==> config.mk <==
export PLATFORM = sky130hd
export DESIGN_NAME = pwd_watchdog
export DESIGN_NICKNAME = d
export VERILOG_FILES = /design/src/hdl/pwd_pkg.sv /design/src/hdl/pwd_watchdog.sv
export VERILOG_INCLUDE_DIRS = /design/src /design/src/hdl
export SDC_FILE = /design/constraint.sdc
export NUM_CORES = 1
export LEC_CHECK = 0
export ABC_AREA = 1
export BUFFER_PORTS_ARGS = -buffer_cell sky130_fd_sc_hd__buf_2
export CORE_MARGIN = 2
export CORE_UTILIZATION = 60
export CTS_CLUSTER_DIAMETER = 80
export DETAILED_ROUTE_END_ITERATION = 6
export GPL_TIMING_DRIVEN = 0
export HOLD_SLACK_MARGIN = 0.08
export PLACE_DENSITY = 0.76
export SLEW_MARGIN = 20
export SYNTH_ARGS = -nofsm -noshare
export SYNTH_HDL_FRONTEND = slang
export SYNTH_SLANG_ARGS = --single-unit
==> constraint.sdc <==
create_clock -name clk -period 4.5 [get_ports clk]
set_input_delay 0.45 -clock clk [delete_from_list [all_inputs] [get_ports clk]]
set_output_delay 0.45 -clock clk [all_outputs]
set_load 0.01 [all_outputs]
==> src/hdl/pwd_defs.svh <==
/*
   Constants for the process and host watchdog: byte offsets, reset values and widths.
   Assumes inclusion by the watchdog package and module only.
*/
// How it works
// - tick period is prescaler plus two clocks
// - prescaler resets to 09C2h, 100 us tick
// - host timeout 16-bit ticks, resets to 03E8h
// - host timeout of zero disables host timer
// - any host-side access restarts host timer
// - process timeout 16-bit ticks, resets to 03E8h
// - one process timer, restarted by enabled channel writes
// - process state in bit 0, upper bits zero
// - reading process state clears expiry event bit
// - process expiry counter saturates at FFh
// - host expiry counter saturates at FFh
// - network write clears both counters, host read-only
// - host state shown on link-layer status bit
// - multi-byte registers are little-endian by address
`ifndef PWD_DEFS_SVH
`define PWD_DEFS_SVH

// -----------------------------------------------------------------
// register byte offsets
// -----------------------------------------------------------------
`define PWD_ADDR_W 12
`define PWD_OFS_PRESC 12'h400
`define PWD_OFS_HOST_TO 12'h410
`define PWD_OFS_PROC_TO 12'h420
`define PWD_OFS_PROC_ST 12'h440
`define PWD_OFS_PROC_CNT 12'h442
`define PWD_OFS_HOST_CNT 12'h443

// -----------------------------------------------------------------
// reset values and field limits
// -----------------------------------------------------------------
`define PWD_RST_PRESC 16'h09C2
`define PWD_RST_TIMEOUT 16'h03E8
`define PWD_CNT_MAX 8'hFF
`define PWD_TICK_EXTRA 17'h00002
`define PWD_ZERO16 16'h0000
`define PWD_ONE16 16'h0001
`define PWD_ZERO8 8'h00
`define PWD_ONE8 8'h01
`define PWD_STATE_BIT 0
`define PWD_ADDR_LSB 0

`endif

==> src/hdl/pwd_pkg.sv <==
/*
   Types for the process and host watchdog: timer record and whole-block state.
   Assumes pwd_defs.svh is reachable on the include path.
*/
`include "pwd_defs.svh"

package pwd_pkg;

   // one supervision timer
   typedef struct packed {
      logic [15:0] rem;
      logic expired;
      logic fire;
   } pwd_tmr_t;

   // all state of the block
   typedef struct packed {
      logic [16:0] div;
      logic [15:0] presc;
      logic [15:0] host_to;
      logic [15:0] proc_to;
      pwd_tmr_t host;
      pwd_tmr_t proc;
      logic [7:0] host_cnt;
      logic [7:0] proc_cnt;
      logic event_req;
      logic [7:0] rdata;
   } pwd_state_t;

endpackage : pwd_pkg

==> src/hdl/pwd_watchdog.sv <==
/*
   Process-data and host-interface watchdogs with shared tick prescaler and
   a byte-wide register port shared by network side and host side.
   Assumes all inputs are synchronous to clk, driven by logic on the same clock,
   so none passes a synchroniser; csr_rdata is valid the cycle after csr_rd.
   host_access and sync_write_trig are one-cycle activity pulses, and the
   register port never carries a read and a write in the same cycle.
   csr_from_net tells the two register masters apart; only the network side
   may change the configuration or clear the expiry counters.
*/
`timescale 1ns/1ns
`include "pwd_defs.svh"

module pwd_watchdog (
   input wire logic clk,
   input wire logic sys_rst,
   input wire logic [11:0] csr_addr,
   input wire logic csr_wr,
   input wire logic csr_rd,
   input wire logic csr_from_net,
   input wire logic [7:0] csr_wdata,
   output logic [7:0] csr_rdata,
   input wire logic host_access,
   input wire logic sync_write_trig,
   output logic host_timer_state_bit,
   output logic proc_timer_state,
   output logic process_expiry_event
);

   // -----------------------------------------------------------------
   // helper functions
   // -----------------------------------------------------------------

   // one step of a supervision timer; restart beats expiry in the same cycle
   // fire is a one-cycle flag that feeds the counters and, for the process timer only, the event bit
   function automatic pwd_pkg::pwd_tmr_t tmr_step(
      input pwd_pkg::pwd_tmr_t t,
      input logic [15:0] tout,
      input logic tick,
      input logic restart
   );
      pwd_pkg::pwd_tmr_t n;
      n = t;
      n.fire = 1'b0;
      if (restart) begin
         n.rem = tout;
         n.expired = 1'b0;
      end else if (tout == `PWD_ZERO16) begin
         n.expired = 1'b0;
      end else if (tick && !t.expired) begin
         if (t.rem <= `PWD_ONE16) begin
            n.rem = `PWD_ZERO16;
            n.expired = 1'b1;
            n.fire = 1'b1;
         end else begin
            n.rem = t.rem - `PWD_ONE16;
         end
      end
      return n;
   endfunction : tmr_step

   // saturating expiry counter
   // stops at the ceiling so a long fault does not wrap to a small count
   function automatic logic [7:0] sat_inc(input logic [7:0] c, input logic hit);
      if (hit && c != `PWD_CNT_MAX) begin
         return c + `PWD_ONE8;
      end
      return c;
   endfunction : sat_inc

   // byte-lane write into a 16-bit register, low byte at the even address
   // each byte lands on its own, so a half-written word is live at once
   function automatic logic [15:0] wr_lane(
      input logic [15:0] old,
      input logic hi,
      input logic [7:0] d
   );
      if (hi) begin
         return {d, old[7:0]};
      end
      return {old[15:8], d};
   endfunction : wr_lane

   // -----------------------------------------------------------------
   // state and decode
   // -----------------------------------------------------------------
   // one packed record carries every flop of the block
   pwd_pkg::pwd_state_t r;
   pwd_pkg::pwd_state_t next_r;

   // decode helpers, combinational from the current inputs and state
   logic [11:0] word_addr;
   logic lane_hi;
   logic net_wr;
   logic tick;
   logic host_restart;
   logic cnt_clear;
   logic state_rd;

   // even byte address of the word, and which byte lane of it
   assign word_addr = {csr_addr[11:1], 1'b0};
   assign lane_hi = csr_addr[`PWD_ADDR_LSB];
   // the host side can never write the configuration
   assign net_wr = csr_wr && csr_from_net;
   // tick every presc+2 clocks; >= guards a prescaler lowered under the count
   assign tick = r.div >= ({1'b0, r.presc} + `PWD_TICK_EXTRA - 17'h00001);
   // any host-side register access counts as host activity
   assign host_restart = host_access || ((csr_wr || csr_rd) && !csr_from_net);
   // either counter byte written from the network side clears both
   assign cnt_clear = net_wr &&
      (csr_addr == `PWD_OFS_PROC_CNT || csr_addr == `PWD_OFS_HOST_CNT);
   // either status byte read clears the event
   assign state_rd = csr_rd && word_addr == `PWD_OFS_PROC_ST;

   // -----------------------------------------------------------------
   // next-state logic
   // -----------------------------------------------------------------
   always_comb begin
      next_r = r;
      // prescaler divider
      next_r.div = tick ? 17'h00000 : r.div + 17'h00001;
      // timers
      // a restart in the same cycle as a tick wins, so a busy host never trips
      next_r.host = tmr_step(r.host, r.host_to, tick, host_restart);
      next_r.proc = tmr_step(r.proc, r.proc_to, tick, sync_write_trig);
      // expiry counters; a clear and an expiry together leave one count
      if (cnt_clear) begin
         next_r.proc_cnt = next_r.proc.fire ? `PWD_ONE8 : `PWD_ZERO8;
         next_r.host_cnt = next_r.host.fire ? `PWD_ONE8 : `PWD_ZERO8;
      end else begin
         next_r.proc_cnt = sat_inc(r.proc_cnt, next_r.proc.fire);
         next_r.host_cnt = sat_inc(r.host_cnt, next_r.host.fire);
      end
      // event request bit: a new expiry wins over the read that clears it
      next_r.event_req = next_r.proc.fire || (r.event_req && !state_rd);
      // configuration writes, network side only
      // a timeout write leaves the running count alone; only a restart reloads
      if (net_wr) begin
         unique case (word_addr)
            `PWD_OFS_PRESC: next_r.presc = wr_lane(r.presc, lane_hi, csr_wdata);
            `PWD_OFS_HOST_TO: next_r.host_to = wr_lane(r.host_to, lane_hi, csr_wdata);
            `PWD_OFS_PROC_TO: next_r.proc_to = wr_lane(r.proc_to, lane_hi, csr_wdata);
            default: next_r.presc = r.presc;
         endcase
      end
      // registered read data, unmapped bytes read zero
      // csr_rdata is a flop and stands until the next read
      if (csr_rd) begin
         unique case (csr_addr)
            `PWD_OFS_PRESC: next_r.rdata = r.presc[7:0];
            `PWD_OFS_PRESC + 12'h001: next_r.rdata = r.presc[15:8];
            `PWD_OFS_HOST_TO: next_r.rdata = r.host_to[7:0];
            `PWD_OFS_HOST_TO + 12'h001: next_r.rdata = r.host_to[15:8];
            `PWD_OFS_PROC_TO: next_r.rdata = r.proc_to[7:0];
            `PWD_OFS_PROC_TO + 12'h001: next_r.rdata = r.proc_to[15:8];
            `PWD_OFS_PROC_ST: next_r.rdata = {7'h00, proc_timer_state};
            `PWD_OFS_PROC_ST + 12'h001: next_r.rdata = 8'h00;
            `PWD_OFS_PROC_CNT: next_r.rdata = r.proc_cnt;
            `PWD_OFS_HOST_CNT: next_r.rdata = r.host_cnt;
            default: next_r.rdata = 8'h00;
         endcase
      end
   end

   // -----------------------------------------------------------------
   // state register
   // -----------------------------------------------------------------
   // timers start expired so state reads 0 until first restart or a zero timeout write
   // the divider starts from zero so the first tick is a full period
   always_ff @(posedge clk) begin
      if (sys_rst) begin
         r.div <= 17'h00000;
         r.presc <= `PWD_RST_PRESC;
         r.host_to <= `PWD_RST_TIMEOUT;
         r.proc_to <= `PWD_RST_TIMEOUT;
         r.host <= '{rem: `PWD_ZERO16, expired: 1'b1, fire: 1'b0};
         r.proc <= '{rem: `PWD_ZERO16, expired: 1'b1, fire: 1'b0};
         r.host_cnt <= `PWD_ZERO8;
         r.proc_cnt <= `PWD_ZERO8;
         r.event_req <= 1'b0;
         r.rdata <= 8'h00;
      end else begin
         r <= next_r;
      end
   end

   // -----------------------------------------------------------------
   // outputs
   // -----------------------------------------------------------------
   // state outputs read 1 while active or disabled, 0 once expired
   assign csr_rdata = r.rdata;
   assign host_timer_state_bit = !r.host.expired;
   assign proc_timer_state = !r.proc.expired;
   assign process_expiry_event = r.event_req;
endmodule : pwd_watchdog

; ---- Yosys cells after proc, flatten, opt, wreduce, memory -nomap -nowiden
; Cells that the tools add are included.
[word_totals]
memories = 0
mem_bits_rw = 0
wordCells = 122
rom_bits = 0
output_inout_bits = 11
latchBits = 0
in_bits = 27
regBits = 124
[op_classes]
div_mod_pow = 0
reduce_logical = 38
n_bitwise = 0
n_shift = 0
n_eq_ne = 20
magnitude_cmp = 3
n_mul = 0
n_addsub = 7
n_mux = 39
[op_table]
columns = operator, n
row1 = $eq A12 B11 Y1 const B, 9
row2 = $mux W16, 6
row3 = $pmux W8 S9, 1
row4 = $mux W8, 7
row5 = $eq A11 B10 Y1 const B, 4
row6 = $mux W18, 2
row7 = $mux W17, 2
row8 = $le A16 B1 Y1 const B, 2
row9 = $logic_not A16 Y1, 2
row10 = $sub A16 B1 Y16 const B, 2
row11 = $mux W1, 19
row12 = $reduce_and A3 Y1, 6
row13 = $add A16 B2 Y17 const B, 1
row14 = $add A17 B1 Y17 const B, 1
row15 = $ge A17 B17 Y1, 1
row16 = $sub A17 B1 Y17 const B, 1
row17 = $add A8 B1 Y8 const B, 2
row18 = $ne A8 B8 Y1 const B, 2
row19 = $reduce_bool A3 Y1, 4
row20 = $ne A2 B2 Y1 const B, 5
row21 = $logic_and A1 B1 Y1, 9
row22 = $reduce_and A2 Y1, 4
row23 = $reduce_bool A2 Y1, 4
row24 = $logic_not A1 Y1, 4
row25 = other kinds (3), 7

; ---- Depth between registers and ports, before layout
; Gate-level depths: netlist of the first run.
[depth]
ltp_word = 12
mapped_depth = 26

; ---- Worst setup path before layout of the first run
; No wires, ideal clock.
[synth_path]
path_type = reg2reg
startpoint = register r[93] (netlist bit)
endpoint = register r[39] (netlist bit)
path_buffers = 1
required_time_ps = 4372
synth_period_minus_slack_ps = 3177
slack_ps = 1323
arrival_ps = 3049
stages_incl_launch_ff = 25
cell_sequence = dfxtp_1 ha_1 nand3_1 inv_1 nand3_1 nor2_1 nand3_1 nor2_1 nand3_1 or3_1 ha_1 nand2_1 nor2_2 nand2_1 nor2_2 nor2_4 nand2_4 nand2_2 nor2_4 nor2_8 buf_4 nand2_1 nand2_1 nor2_1 nor2_1
[synth_via]
elab_chain_len = 6
[synth_rtl]
columns = item, line
row1 = "start, declared", pwd_watchdog.sv:88  ; pwd_pkg::pwd_state_t r;
row2 = "start signal, assigned", pwd_watchdog.sv:183  ; r <= next_r;
row3 = $add A16 B2 Y17 (no source line), -
row4 = $sub A17 B1 Y17, pwd_watchdog.sv:106  ; assign tick = r.div >= ({1'b0, r.presc} + `PWD_TICK_EXTRA - 17'h00001);
row5 = $ge A17 B17 Y1, pwd_watchdog.sv:106
row6 = $logic_and A1 B1 Y1, pwd_watchdog.sv:50  ; end else if (tick && !t.expired) begin
row7 = $reduce_bool A2 Y1 (no source line), -
row8 = $reduce_and A2 Y1 (no source line), -
; No other way between the ends.
; A chain may end at the register's enable or synchronous reset.

; ---- Final worst setup path of the first run
[layout_path]
startpoint = register r[94] (netlist bit)
endpoint = register r[9] (netlist bit)
[layout_via]
elab_chain_len = 11
word_cells_on_any_way = 13
cone_classes = 2 x add/sub / 1 x order compare / 7 x mux / 3 x reduce/logical
[layout_rtl]
columns = item, line
row1 = $add A16 B2 Y17 (no source line) (*), -
row2 = $sub A17 B1 Y17 (*), pwd_watchdog.sv:106
row3 = $ge A17 B17 Y1 (*), pwd_watchdog.sv:106
row4 = $logic_and A1 B1 Y1 (*), pwd_watchdog.sv:50
row5 = $mux W18 (*), pwd_watchdog.sv:50
row6 = $mux W1 (*), pwd_watchdog.sv:48  ; end else if (tout == `PWD_ZERO16) begin
row7 = $mux W1 (*), pwd_watchdog.sv:45  ; if (restart) begin
row8 = $logic_and A1 B1 Y1 (no source line), -
row9 = $mux W1, pwd_watchdog.sv:65  ; if (hit && c != `PWD_CNT_MAX) begin
row10 = $mux W1, pwd_watchdog.sv:127  ; if (cnt_clear) begin
row11 = $reduce_bool A2 Y1 (no source line), -
; Every way passes the cells marked *; elsewhere a longest branch is shown, timed or not. The select of a mux whose other input is x is not followed.

==> impl_metrics.json, run 1 <==
{
  "insertion_delay_ps": 430,
  "combPwrFrac": 0.069,
  "dr_wl_met2_um": 9260,
  "syn_to_final_growth_pct": 13.2,
  "drt_iter0_drc": 638,
  "power_frac_seq": 0.412,
  "num_rows": 40,
  "cts_root_buffer": "clkbuf_16",
  "crit_path_start_kind": "flop",
  "antenna_left": 0,
  "vias": 7219,
  "fp.dieW_um": 114,
  "die_h_um": 114,
  "ys_types": 39,
  "holdPathStages": 3,
  "p_leak_nw": 3.59,
  "routed_wl_um": 20400,
  "first_pass_iters": 6,
  "die_area_um2": 13100,
  "worst-path-max-fanout": 5,
  "syn_nets": 1132,
  "clk_pin_slew_ps": 60,
  "layout-drive-gt1-share": 0.102,
  "wl_met1_um": 9020,
  "maxUsedRoutingLayer": "met4",
  "ys_seq_area_frac": 0.339,
  "post_cts_buffers": 0,
  "port_buffers": 35,
  "cts.path.max_buffers": 2,
  "ctsHoldBuffers": 0,
  "synth_edf_count": 0,
  "grt_pass1_wl_um": 33100,
  "numCtsBuffers": 17,
  "place_ws_ps": 673,
  "gp_congestion": 0.968,
  "worstMarginPinSlew_ps": 621,
  "n_fill_cell": 1074,
  "diodes": 0,
  "final-max-slew-violation-count": 0,
  "tns_ps": 0,
  "finClkSkew_ps": 8.88,
  "ir_drop_mv": 0.328,
  "power.switching_w": 0.000665,
  "design_area_um2": 8280,
  "dp_hpwl_um": 15500,
  "grt_pass1_vias": 6558,
  "finalPower_w": 0.00272,
  "required_ps": 4790,
  "hp-class": "primary input to flop",
  "ys_seq_elements": 124,
  "seq_area_um2": 2480,
  "dr_wl_met3_um": 1580,
  "cts_resized": 0,
  "worstSetupPathType": "flop to flop",
  "cts.sinks": 124,
  "rsz0062_at_grt": "false",
  "hold_viol_final": 0,
  "wl_per_cell_um": 15.8,
  "place_area_um2": 7670,
  "yosys_most_used_dff": "dfxtp_1",
  "swShare": 0.244,
  "yosysTopAreaCellShare": 0.339,
  "coreArea_um2": 12000,
  "relSlewSlack": 0.586,
  "outcome": "complete, no violations",
  "io_pins": 38,
  "drc": 0,
  "cts_tree": "yes",
  "avgViaCountPerCell": 5.58,
  "end_kind": "flop",
  "async_reset_ff_frac": 0,
  "period_share": 0.859,
  "netlist_area_um2": 7320,
  "fin_nets": 1186,
  "grt.overflow.total": 0,
  "syn_area_per_cell_um2": 6.77,
  "p_int_w": 0.00206,
  "multi_input_area_um2": 4110,
  "synth_area_leader_cell": "dfxtp_1",
  "worst_ep_arrival_time_ps": 4160,
  "synth_area_leaders": "dfxtp_1 (34%), nand2_1 (11%), inv_1 (7.1%)",
  "r2r_cells": 21,
  "fmax_ghz": 0.259,
  "setup_viol": 0,
  "powerDensity_nw_per_um2": 329,
  "netlist_instances": 1080,
  "grtUsageTotal": 0.327,
  "ys_warn_count": 0,
  "finalWorstSetupSlack_ps": 634,
  "period_needed_ps": 3870,
  "drv_cap": 0,
  "p_clk_frac": 0.518,
  "antenna_found_initial": 0,
  "htree_levels": 4,
  "start_util": 0.612,
  "grt_max_degree": 17
}
==> cell usage after synthesis, types with 5 or more instances <==
| master | n |
|---|---|
| clkbuf_1 | 19 |
| nor2_2 | 8 |
| nor3_2 | 5 |
| nand3_1 | 59 |
| nor2_1 | 139 |
| xor2_1 | 31 |
| o22ai_1 | 22 |
| o21ai_1 | 8 |
| a21oi_1 | 103 |
| nor3_1 | 27 |
| nand4_1 | 19 |
| o211ai_1 | 17 |
| buf_4 | 9 |
| o21a_1 | 5 |
| inv_1 | 139 |
| dfxtp_1 | 124 |
| nor2_4 | 6 |
| o21ai_0 | 44 |
| ha_1 | 25 |
| xnor2_1 | 17 |
| nand2_1 | 216 |
==> state kept, by name, indices dropped and copies added, names as in the netlist <==
register and flops:
csr_rdata 8, process_expiry_event 1, r 115
==> layout make-up <==
class                   count  area share
clock inverters            13      0.0199
flip-flops and latches    124       0.300
plain buffers              35      0.0233
multi-input cells         780       0.496
well taps                 147      0.0222
inverters                 141      0.0639
clock buffers              19      0.0535
repair buffers             35      0.0211
==> logic make-up after synthesis <==
| group | share of synthesized area |
|---|---|
| compound gates | 0.156 |
| xor+xnor | 0.0575 |
| fa+ha+maj | 0.0428 |
| simple gates | 0.305 |
| flops | 0.339 |
| buf+inv | 0.0987 |
==> worst max-delay path, cell delays in order (launching register included) <==
cell and delay, ps:
dfxtp_1 420, ha_1 220, nand3_1 120, inv_1 70, nand3_1 130, nor2_1 190
nand3_1 110, nor2_1 100, nand3_1 110, or3_1 330, ha_1 290, nand2_1 80
nor2_2 130, nand2_1 90, inv_1 60, nand2_1 220, nand2_4 220, nand2_2 110
nor2_4 250, nand3b_1 280, nand3_1 150, a21oi_1 70
==> power by group through the flow <==
stage	registers, W	clock network [W]	logic (W)
2_1_floorplan	0.00114	0	0.000128
3_3_place_gp	0.00115	0	0.000183
3_5_place_dp	0.00115	0	0.000186
4_1_cts	0.00112	0.00142	0.000187
5_1_grt	0.00112	0.00147	0.000209
6_report	0.00112	0.00141	0.000189
==> per-stage QoR <==
stage | cells | hold WS, ps | utilization
6_report | 1294 | 378 | 0.692
5_1_grt | 1294 | 385 | 0.692
4_1_cts | 1294 | 368 | 0.692
3_5_place_dp | 1262 | 451 | 0.642
3_3_place_gp | 1262 | 446 | 0.642
2_1_floorplan | 1080 | 430 | -
==> per-layer routing <==
| metal | up-vias | track usage |
|---|---|---|
| met2 | 299 | 0.524 |
| met4 | 0 | 0.120 |
| met1 | 3241 | 0.432 |
| met3 | 42 | 0.0709 |
| met5 | - | 0 |
| li1 | 3637 | - |
==> cell usage in the layout, fill, tap and decap left out, types with 2 or more instances in the layout <==
master and count:
o21ai_0 44, nand3b_1 2, clkinv_4 2, bufinv_16 3
o21a_1 5, nor2_2 8, nand2_1 216, o21ai_1 8
o211ai_1 17, nor2_1 139, nand3_1 59, nor2_4 6
nand4_1 19, clkbuf_1 20, clkbuf_16 17, o22ai_1 22
xnor2_1 17, nor3_1 27, nor3_2 5, clkinv_2 2
buf_6 3, nand4_2 2, clkinvlp_4 4, a21oi_1 103
buf_4 9, inv_1 139, nand2_2 4, dfxtp_1 124
xor2_1 31, or2_2 2, inv_6 2, nand2_4 2
o311ai_0 2, a21o_1 2, inv_2 2, nor3b_1 4
ha_1 25, nor4_1 3, buf_2 39
==> worst paths after layout <==
| path | startpoint | to | slack, ps |
|---|---|---|---|
| worst max register to register | r[94] | r[9] | 630 |
| worst min-delay path | csr_wdata[1] | r[62] | 380 |
| worst min register to register | r[109] | r[109] | 460 |
| worst max-delay path | r[94] | r[9] | 630 |
Note: power is estimated with default switching activity, not from simulation.
==> inputs of run 2 (changes only) <==
- CORE_UTILIZATION: 60 -> 62
- PLACE_DENSITY: 0.76 -> 0.79
- clock period: 4.5 -> 3.71 ns (I/O delays scaled with it)
==> run 2 against run 1 <==
Via count increased by 2.0%; design area is 1.5% higher; critical path depth did not move; sequential share of layout area is 0.31 points lower; largest cell class unchanged; final cell count up 0.39%; die area down 3.1%; global-route usage is 0.46 points lower; sequential cell count unchanged; total power rose by 19%; setup slack got worse by 440 ps.
==> impl_metrics.json, run 2 (same netlist as run 1, synthesis figures left out) <==
{
  "dp_hpwl_um": 15000,
  "vias": 7360,
  "worst-path-max-fanout": 5,
  "dr_wl_met3_um": 1780,
  "fmax_ghz": 0.285,
  "maxUsedRoutingLayer": "met4",
  "regMostFlops": "r",
  "crit_start": "r[94]",
  "drv_cap": 0,
  "hp-class": "primary input to flop",
  "ir_drop_mv": 0.392,
  "ctsHoldBuffers": 0,
  "coreArea_um2": 11500,
  "clk_pin_slew_ps": 60,
  "cts_tree": "yes",
  "gp_congestion": 1.05,
  "start_util": 0.638,
  "diodes": 0,
  "period_needed_ps": 3510,
  "dr_wl_met2_um": 9020,
  "end_kind": "flop",
  "finClkSkew_ps": 8.09,
  "worstReg2RegEnd": "r[9]",
  "grt_pass1_wl_um": 32500,
  "drc": 0,
  "powerDensity_nw_per_um2": 387,
  "reg2reg_from": "r[94]",
  "outcome": "complete, no violations",
  "io_pins": 38,
  "worstMarginPinSlew_ps": 629,
  "grt_max_degree": 17,
  "wl_per_cell_um": 15.6,
  "port_buffers": 35,
  "required_ps": 4060,
  "worst_ep_arrival_time_ps": 3870,
  "setup_viol": 0,
  "largest_reg_flops": 115,
  "reg2reg_slack_ps": 200,
  "cts.path.max_buffers": 2,
  "place_area_um2": 7670,
  "insertion_delay_ps": 430,
  "num_rows": 39,
  "design_area_um2": 8400,
  "fin_nets": 1195,
  "r2r_cells": 21,
  "cts.sinks": 124,
  "n_fill_cell": 930,
  "cp-endpoint": "r[9]",
  "tns_ps": 0,
  "hold_viol_final": 0,
  "grtUsageTotal": 0.322,
  "wl_met1_um": 8610,
  "period_share": 0.947,
  "die_h_um": 113,
  "relSlewSlack": 0.581,
  "antenna_left": 0,
  "htree_levels": 4,
  "crit_path_start_kind": "flop",
  "utilization": 0.733,
  "die_area_um2": 12700,
  "routed_wl_um": 20200,
  "fp.dieW_um": 113,
  "final-max-slew-violation-count": 0,
  "p_leak_nw": 3.64,
  "antenna_found_initial": 0,
  "avgViaCountPerCell": 5.67,
  "first_pass_iters": 7,
  "grt.overflow.total": 0,
  "layout_common_cells": "nand2_1 (215), inv_1 (139), nor2_1 (138)",
  "numCtsBuffers": 17,
  "cts_root_buffer": "clkbuf_16",
  "syn_to_final_growth_pct": 14.9,
  "layout-drive-gt1-share": 0.117,
  "drt_iter0_drc": 766,
  "grt_pass1_vias": 6571,
  "final_common_cell": "nand2_1",
  "worstSetupPathType": "flop to flop"
}
[run 2: critical path: stages (launching register included)]
cell	delay [ps]
dfxtp_4	380
ha_4	140
nand3_2	100
inv_1	90
nand3_2	80
nor2_2	130
nand3_1	100
nor2_1	100
nand3_1	110
or3_1	330
ha_1	300
a21o_1	190
nor2_1	90
nand2_1	90
nor2_4	260
nand2_4	160
nand2_4	120
nor2_4	40
buf_12	130
nand3b_1	210
nand3_1	140
a21oi_2	150
[run 2: power by group]
group	total [W]	internal, W	switching [W]
logic	0.000234	0.0000769	0.000157
clock network	0.00166	0.00105	0.000608
registers	0.00136	0.00135	0.0000155
total	0.00325	0.00247	0.000780
[run 2: final cells by class]
type                       instances  area [µm²]  area share
inverter                         141         532      0.0633
multi-input combinational        780        4170       0.496
timing repair buffer              44         255      0.0304
clock inverter                    12         146      0.0174
buffer                            35         196      0.0234
sequential                       124        2490       0.297
tap                              143         179      0.0213
clock buffer                      20         437      0.0520
[run 2: repair_timing]
| action | in CTS | in global routing |
|---|---|---|
| gates cloned | 0 | 1 |
| setup buffers | 1 | 7 |
| resized for setup | 6 | 14 |
| pin swaps | 3 | 9 |
| endpoints found under the hold margin | 0 | 0 |
| endpoints found under the setup margin | 55 | 54 |
[run 2: metal layers]
layer / vias up / track usage
met3: 77 / 0.0653
li1: 3657 / -
met5: - / 0
met4: 0 / 0.167
met1: 3295 / 0.424
met2: 331 / 0.501
[run 2: worst min-delay path by stage]
stage	start	to	slack [ps]	cells past startpoint
3_3_place_gp	r[109]	r[109]	440	1
3_5_place_dp	r[109]	r[109]	450	1
4_1_cts	csr_wdata[6]	r[99]	280	3
6_report	csr_wdata[0]	r[101]	300	3
5_1_grt	csr_wdata[0]	r[101]	320	3
2_1_floorplan	r[109]	r[109]	430	1
[run 2: metrics by stage]
step	hold slack (ps)	power (W)	setup WS, ps	instances
after floorplan	430	0.00154	533	1080
after global placement	444	0.00161	-88.6	1258
after detailed placement	453	0.00161	-131	1258
after CTS	282	0.00325	16.0	1291
after global routing	318	0.00334	-18.2	1299
final	296	0.00325	197	1299
==> inputs of run 3 (changes only) <==
- BUFFER_PORTS_ARGS: -buffer_cell sky130_fd_sc_hd__buf_2 -> not set
- CORE_UTILIZATION: 62 -> 64
- DONT_BUFFER_PORTS: not set -> 1
- PLACE_DENSITY: 0.79 -> 0.78
==> run 3 against run 2 <==
Design area fell by 1.8%; the flow now finishes with violations (DRC); clock power is 7% higher; maximum frequency grew 0.70%; clock skew fell by 0.57 ps; global-route usage is 1.1 points higher; combinational power down 11%.
==> impl_metrics.json, run 3 (same netlist as run 1, synthesis figures left out) <==
{
  "relSlewSlack": 0.547,
  "wl_met1_um": 8760,
  "cp_slowest_stage_delay_ps": 420,
  "dr_wl_met3_um": 1680,
  "cts.sinks": 124,
  "reg2reg_from": "r[96]",
  "wl_per_cell_um": 16.3,
  "outcome": "finished with violations",
  "p_leak_nw": 3.50,
  "reg2reg_slack_ps": 220,
  "fp.dieW_um": 111,
  "worstSetupPathType": "flop to flop",
  "die_h_um": 111,
  "worstReg2RegEnd": "r[34]",
  "io_pins": 38,
  "end_kind": "flop",
  "crit_chain": "inv_1 -> nor2_1 -> nand2_1 -> nor3_4 -> nand3_1 -> nor2_2 -> nand3_1 -> nor2_1 -> xor2_1 -> ha_1 -> nand2_1 -> a21oi_1 -> nor2_1 -> nand2_1 -> nor2_4 -> nand2_4 -> nand2_2 -> nor2_4 -> nor2_8 -> inv_1 -> o21ai_0 -> a21oi_1",
  "period_needed_ps": 3490,
  "final-max-slew-violation-count": 0,
  "die_area_um2": 12300,
  "dr_wl_met2_um": 9190,
  "fin_nets": 1156,
  "maxUsedRoutingLayer": "met4",
  "cp_slowest_cell": "dfxtp_1",
  "violations": "DRC",
  "cts_tree": "yes",
  "port_buffers": 0,
  "place_ws_ps": -118,
  "worst_ep_arrival_time_ps": 3770,
  "grt_pass1_wl_um": 32800,
  "worst-path-max-fanout": 17,
  "r2r_cells": 22,
  "holdPathStages": 2,
  "setup_viol": 0,
  "insertion_delay_ps": 430,
  "crit_path_start_kind": "flop",
  "layout_common_cells": "nand2_1 (215), inv_1 (139), nor2_1 (137)",
  "coreArea_um2": 11300,
  "syn_to_final_growth_pct": 12.8,
  "cts_root_buffer": "clkbuf_16",
  "hold_viol_final": 0,
  "gp_congestion": 0.968,
  "powerDensity_nw_per_um2": 405,
  "hp-start": "csr_wdata[0]",
  "first_pass_iters": 7,
  "min_to": "r[101]",
  "numCtsBuffers": 17,
  "regMostFlops": "r",
  "routed_wl_um": 20600,
  "ir_drop_mv": 0.393,
  "avgViaCountPerCell": 5.76,
  "finalPower_w": 0.00335,
  "cts.path.max_buffers": 2,
  "vias": 7261,
  "largest_reg_flops": 115,
  "period_share": 0.940,
  "worstMarginPinSlew_ps": 679,
  "final_common_cell": "nand2_1",
  "grtUsageTotal": 0.333,
  "finClkSkew_ps": 7.52,
  "clk_pin_slew_ps": 60,
  "tns_ps": 0,
  "antenna_found_initial": 0,
  "grt_max_degree": 17,
  "grt.overflow.total": 0,
  "fmax_ghz": 0.287,
  "grt_pass1_vias": 6649,
  "finalWorstSetupSlack_ps": 221,
  "num_rows": 39,
  "antenna_left": 0,
  "drt_iter0_drc": 759,
  "start_util": 0.649,
  "drc": 24,
  "layout-drive-gt1-share": 0.0877,
  "hp-class": "primary input to flop",
  "drv_cap": 0,
  "n_fill_cell": 941,
  "dp_hpwl_um": 15000,
  "htree_levels": 4,
  "required_ps": 3990
}
run 3: changes by cell type in the layout (fill, tap and decap cells not counted), moves of 2 or more:
cell / change
clkbuf_8: +2
clkbuf_1: -2
buf_2: -35
buf_4: -4
run 3: worst max-delay path: cells and delay by family (launching register included):
kind | cells | cell delay [ps]
simple gates | 15 | 2040
flops | 1 | 420
fa+ha+maj | 1 | 250
compound gates | 3 | 220
buf+inv | 2 | 210
xor+xnor | 1 | 200
run 3: layer usage:
metal | GRT usage | vias up
li1 | - | 3574
met1 | 0.435 | 3310
met2 | 0.517 | 296
met3 | 0.0875 | 81
met4 | 0.157 | 0
met5 | 0 | -
run 3: timing repair:
item	CTS	global route
resized for setup	4	14
hold endpoints to repair	1	0
buffers inserted	3	2
pin swaps	3	6
hold buffers	1	0
endpoints found under the setup margin	50	57
run 3: worst max path at each step:
stage	cells after the start	end	startpoint	slack (ps)
after floorplan	24	r[39]	r[93]	530
after global placement	22	r[60]	r[94]	-70
after detailed placement	24	r[33]	r[94]	-120
after CTS	24	r[33]	r[94]	20
after global routing	22	r[34]	r[95]	-70
final	22	r[34]	r[96]	220
run 3: layout make-up:
type                    count  area [µm²]  share of cell area
repair buffers              6        60.1             0.00727
clock buffers              20         457              0.0553
multi-input cells         780        4180               0.507
well taps                 143         179              0.0217
clock inverters            12         169              0.0205
plain buffers              34         185              0.0224
inverters                 141         529              0.0641
diodes                      1        2.50            0.000303
flip-flops and latches    124        2490               0.302
run 3: where the power goes:
| group | switching (W) | internal, W | total [W] |
|---|---|---|---|
| sequential | 0.0000151 | 0.00134 | 0.00136 |
| combinational | 0.000140 | 0.0000683 | 0.000208 |
| clock | 0.000626 | 0.00115 | 0.00178 |
run 3: metrics by stage:
| stage | utilization | hold WS (ps) | instances | area, µm² |
|---|---|---|---|---|
| after floorplan | - | 430 | 1080 | 7320 |
| after global placement | 0.665 | 443 | 1223 | 7490 |
| after detailed placement | 0.665 | 453 | 1223 | 7490 |
| after CTS | 0.725 | 106 | 1259 | 8170 |
| after global routing | 0.732 | 120 | 1260 | 8250 |
| final | 0.732 | 109 | 1261 | 8260 |
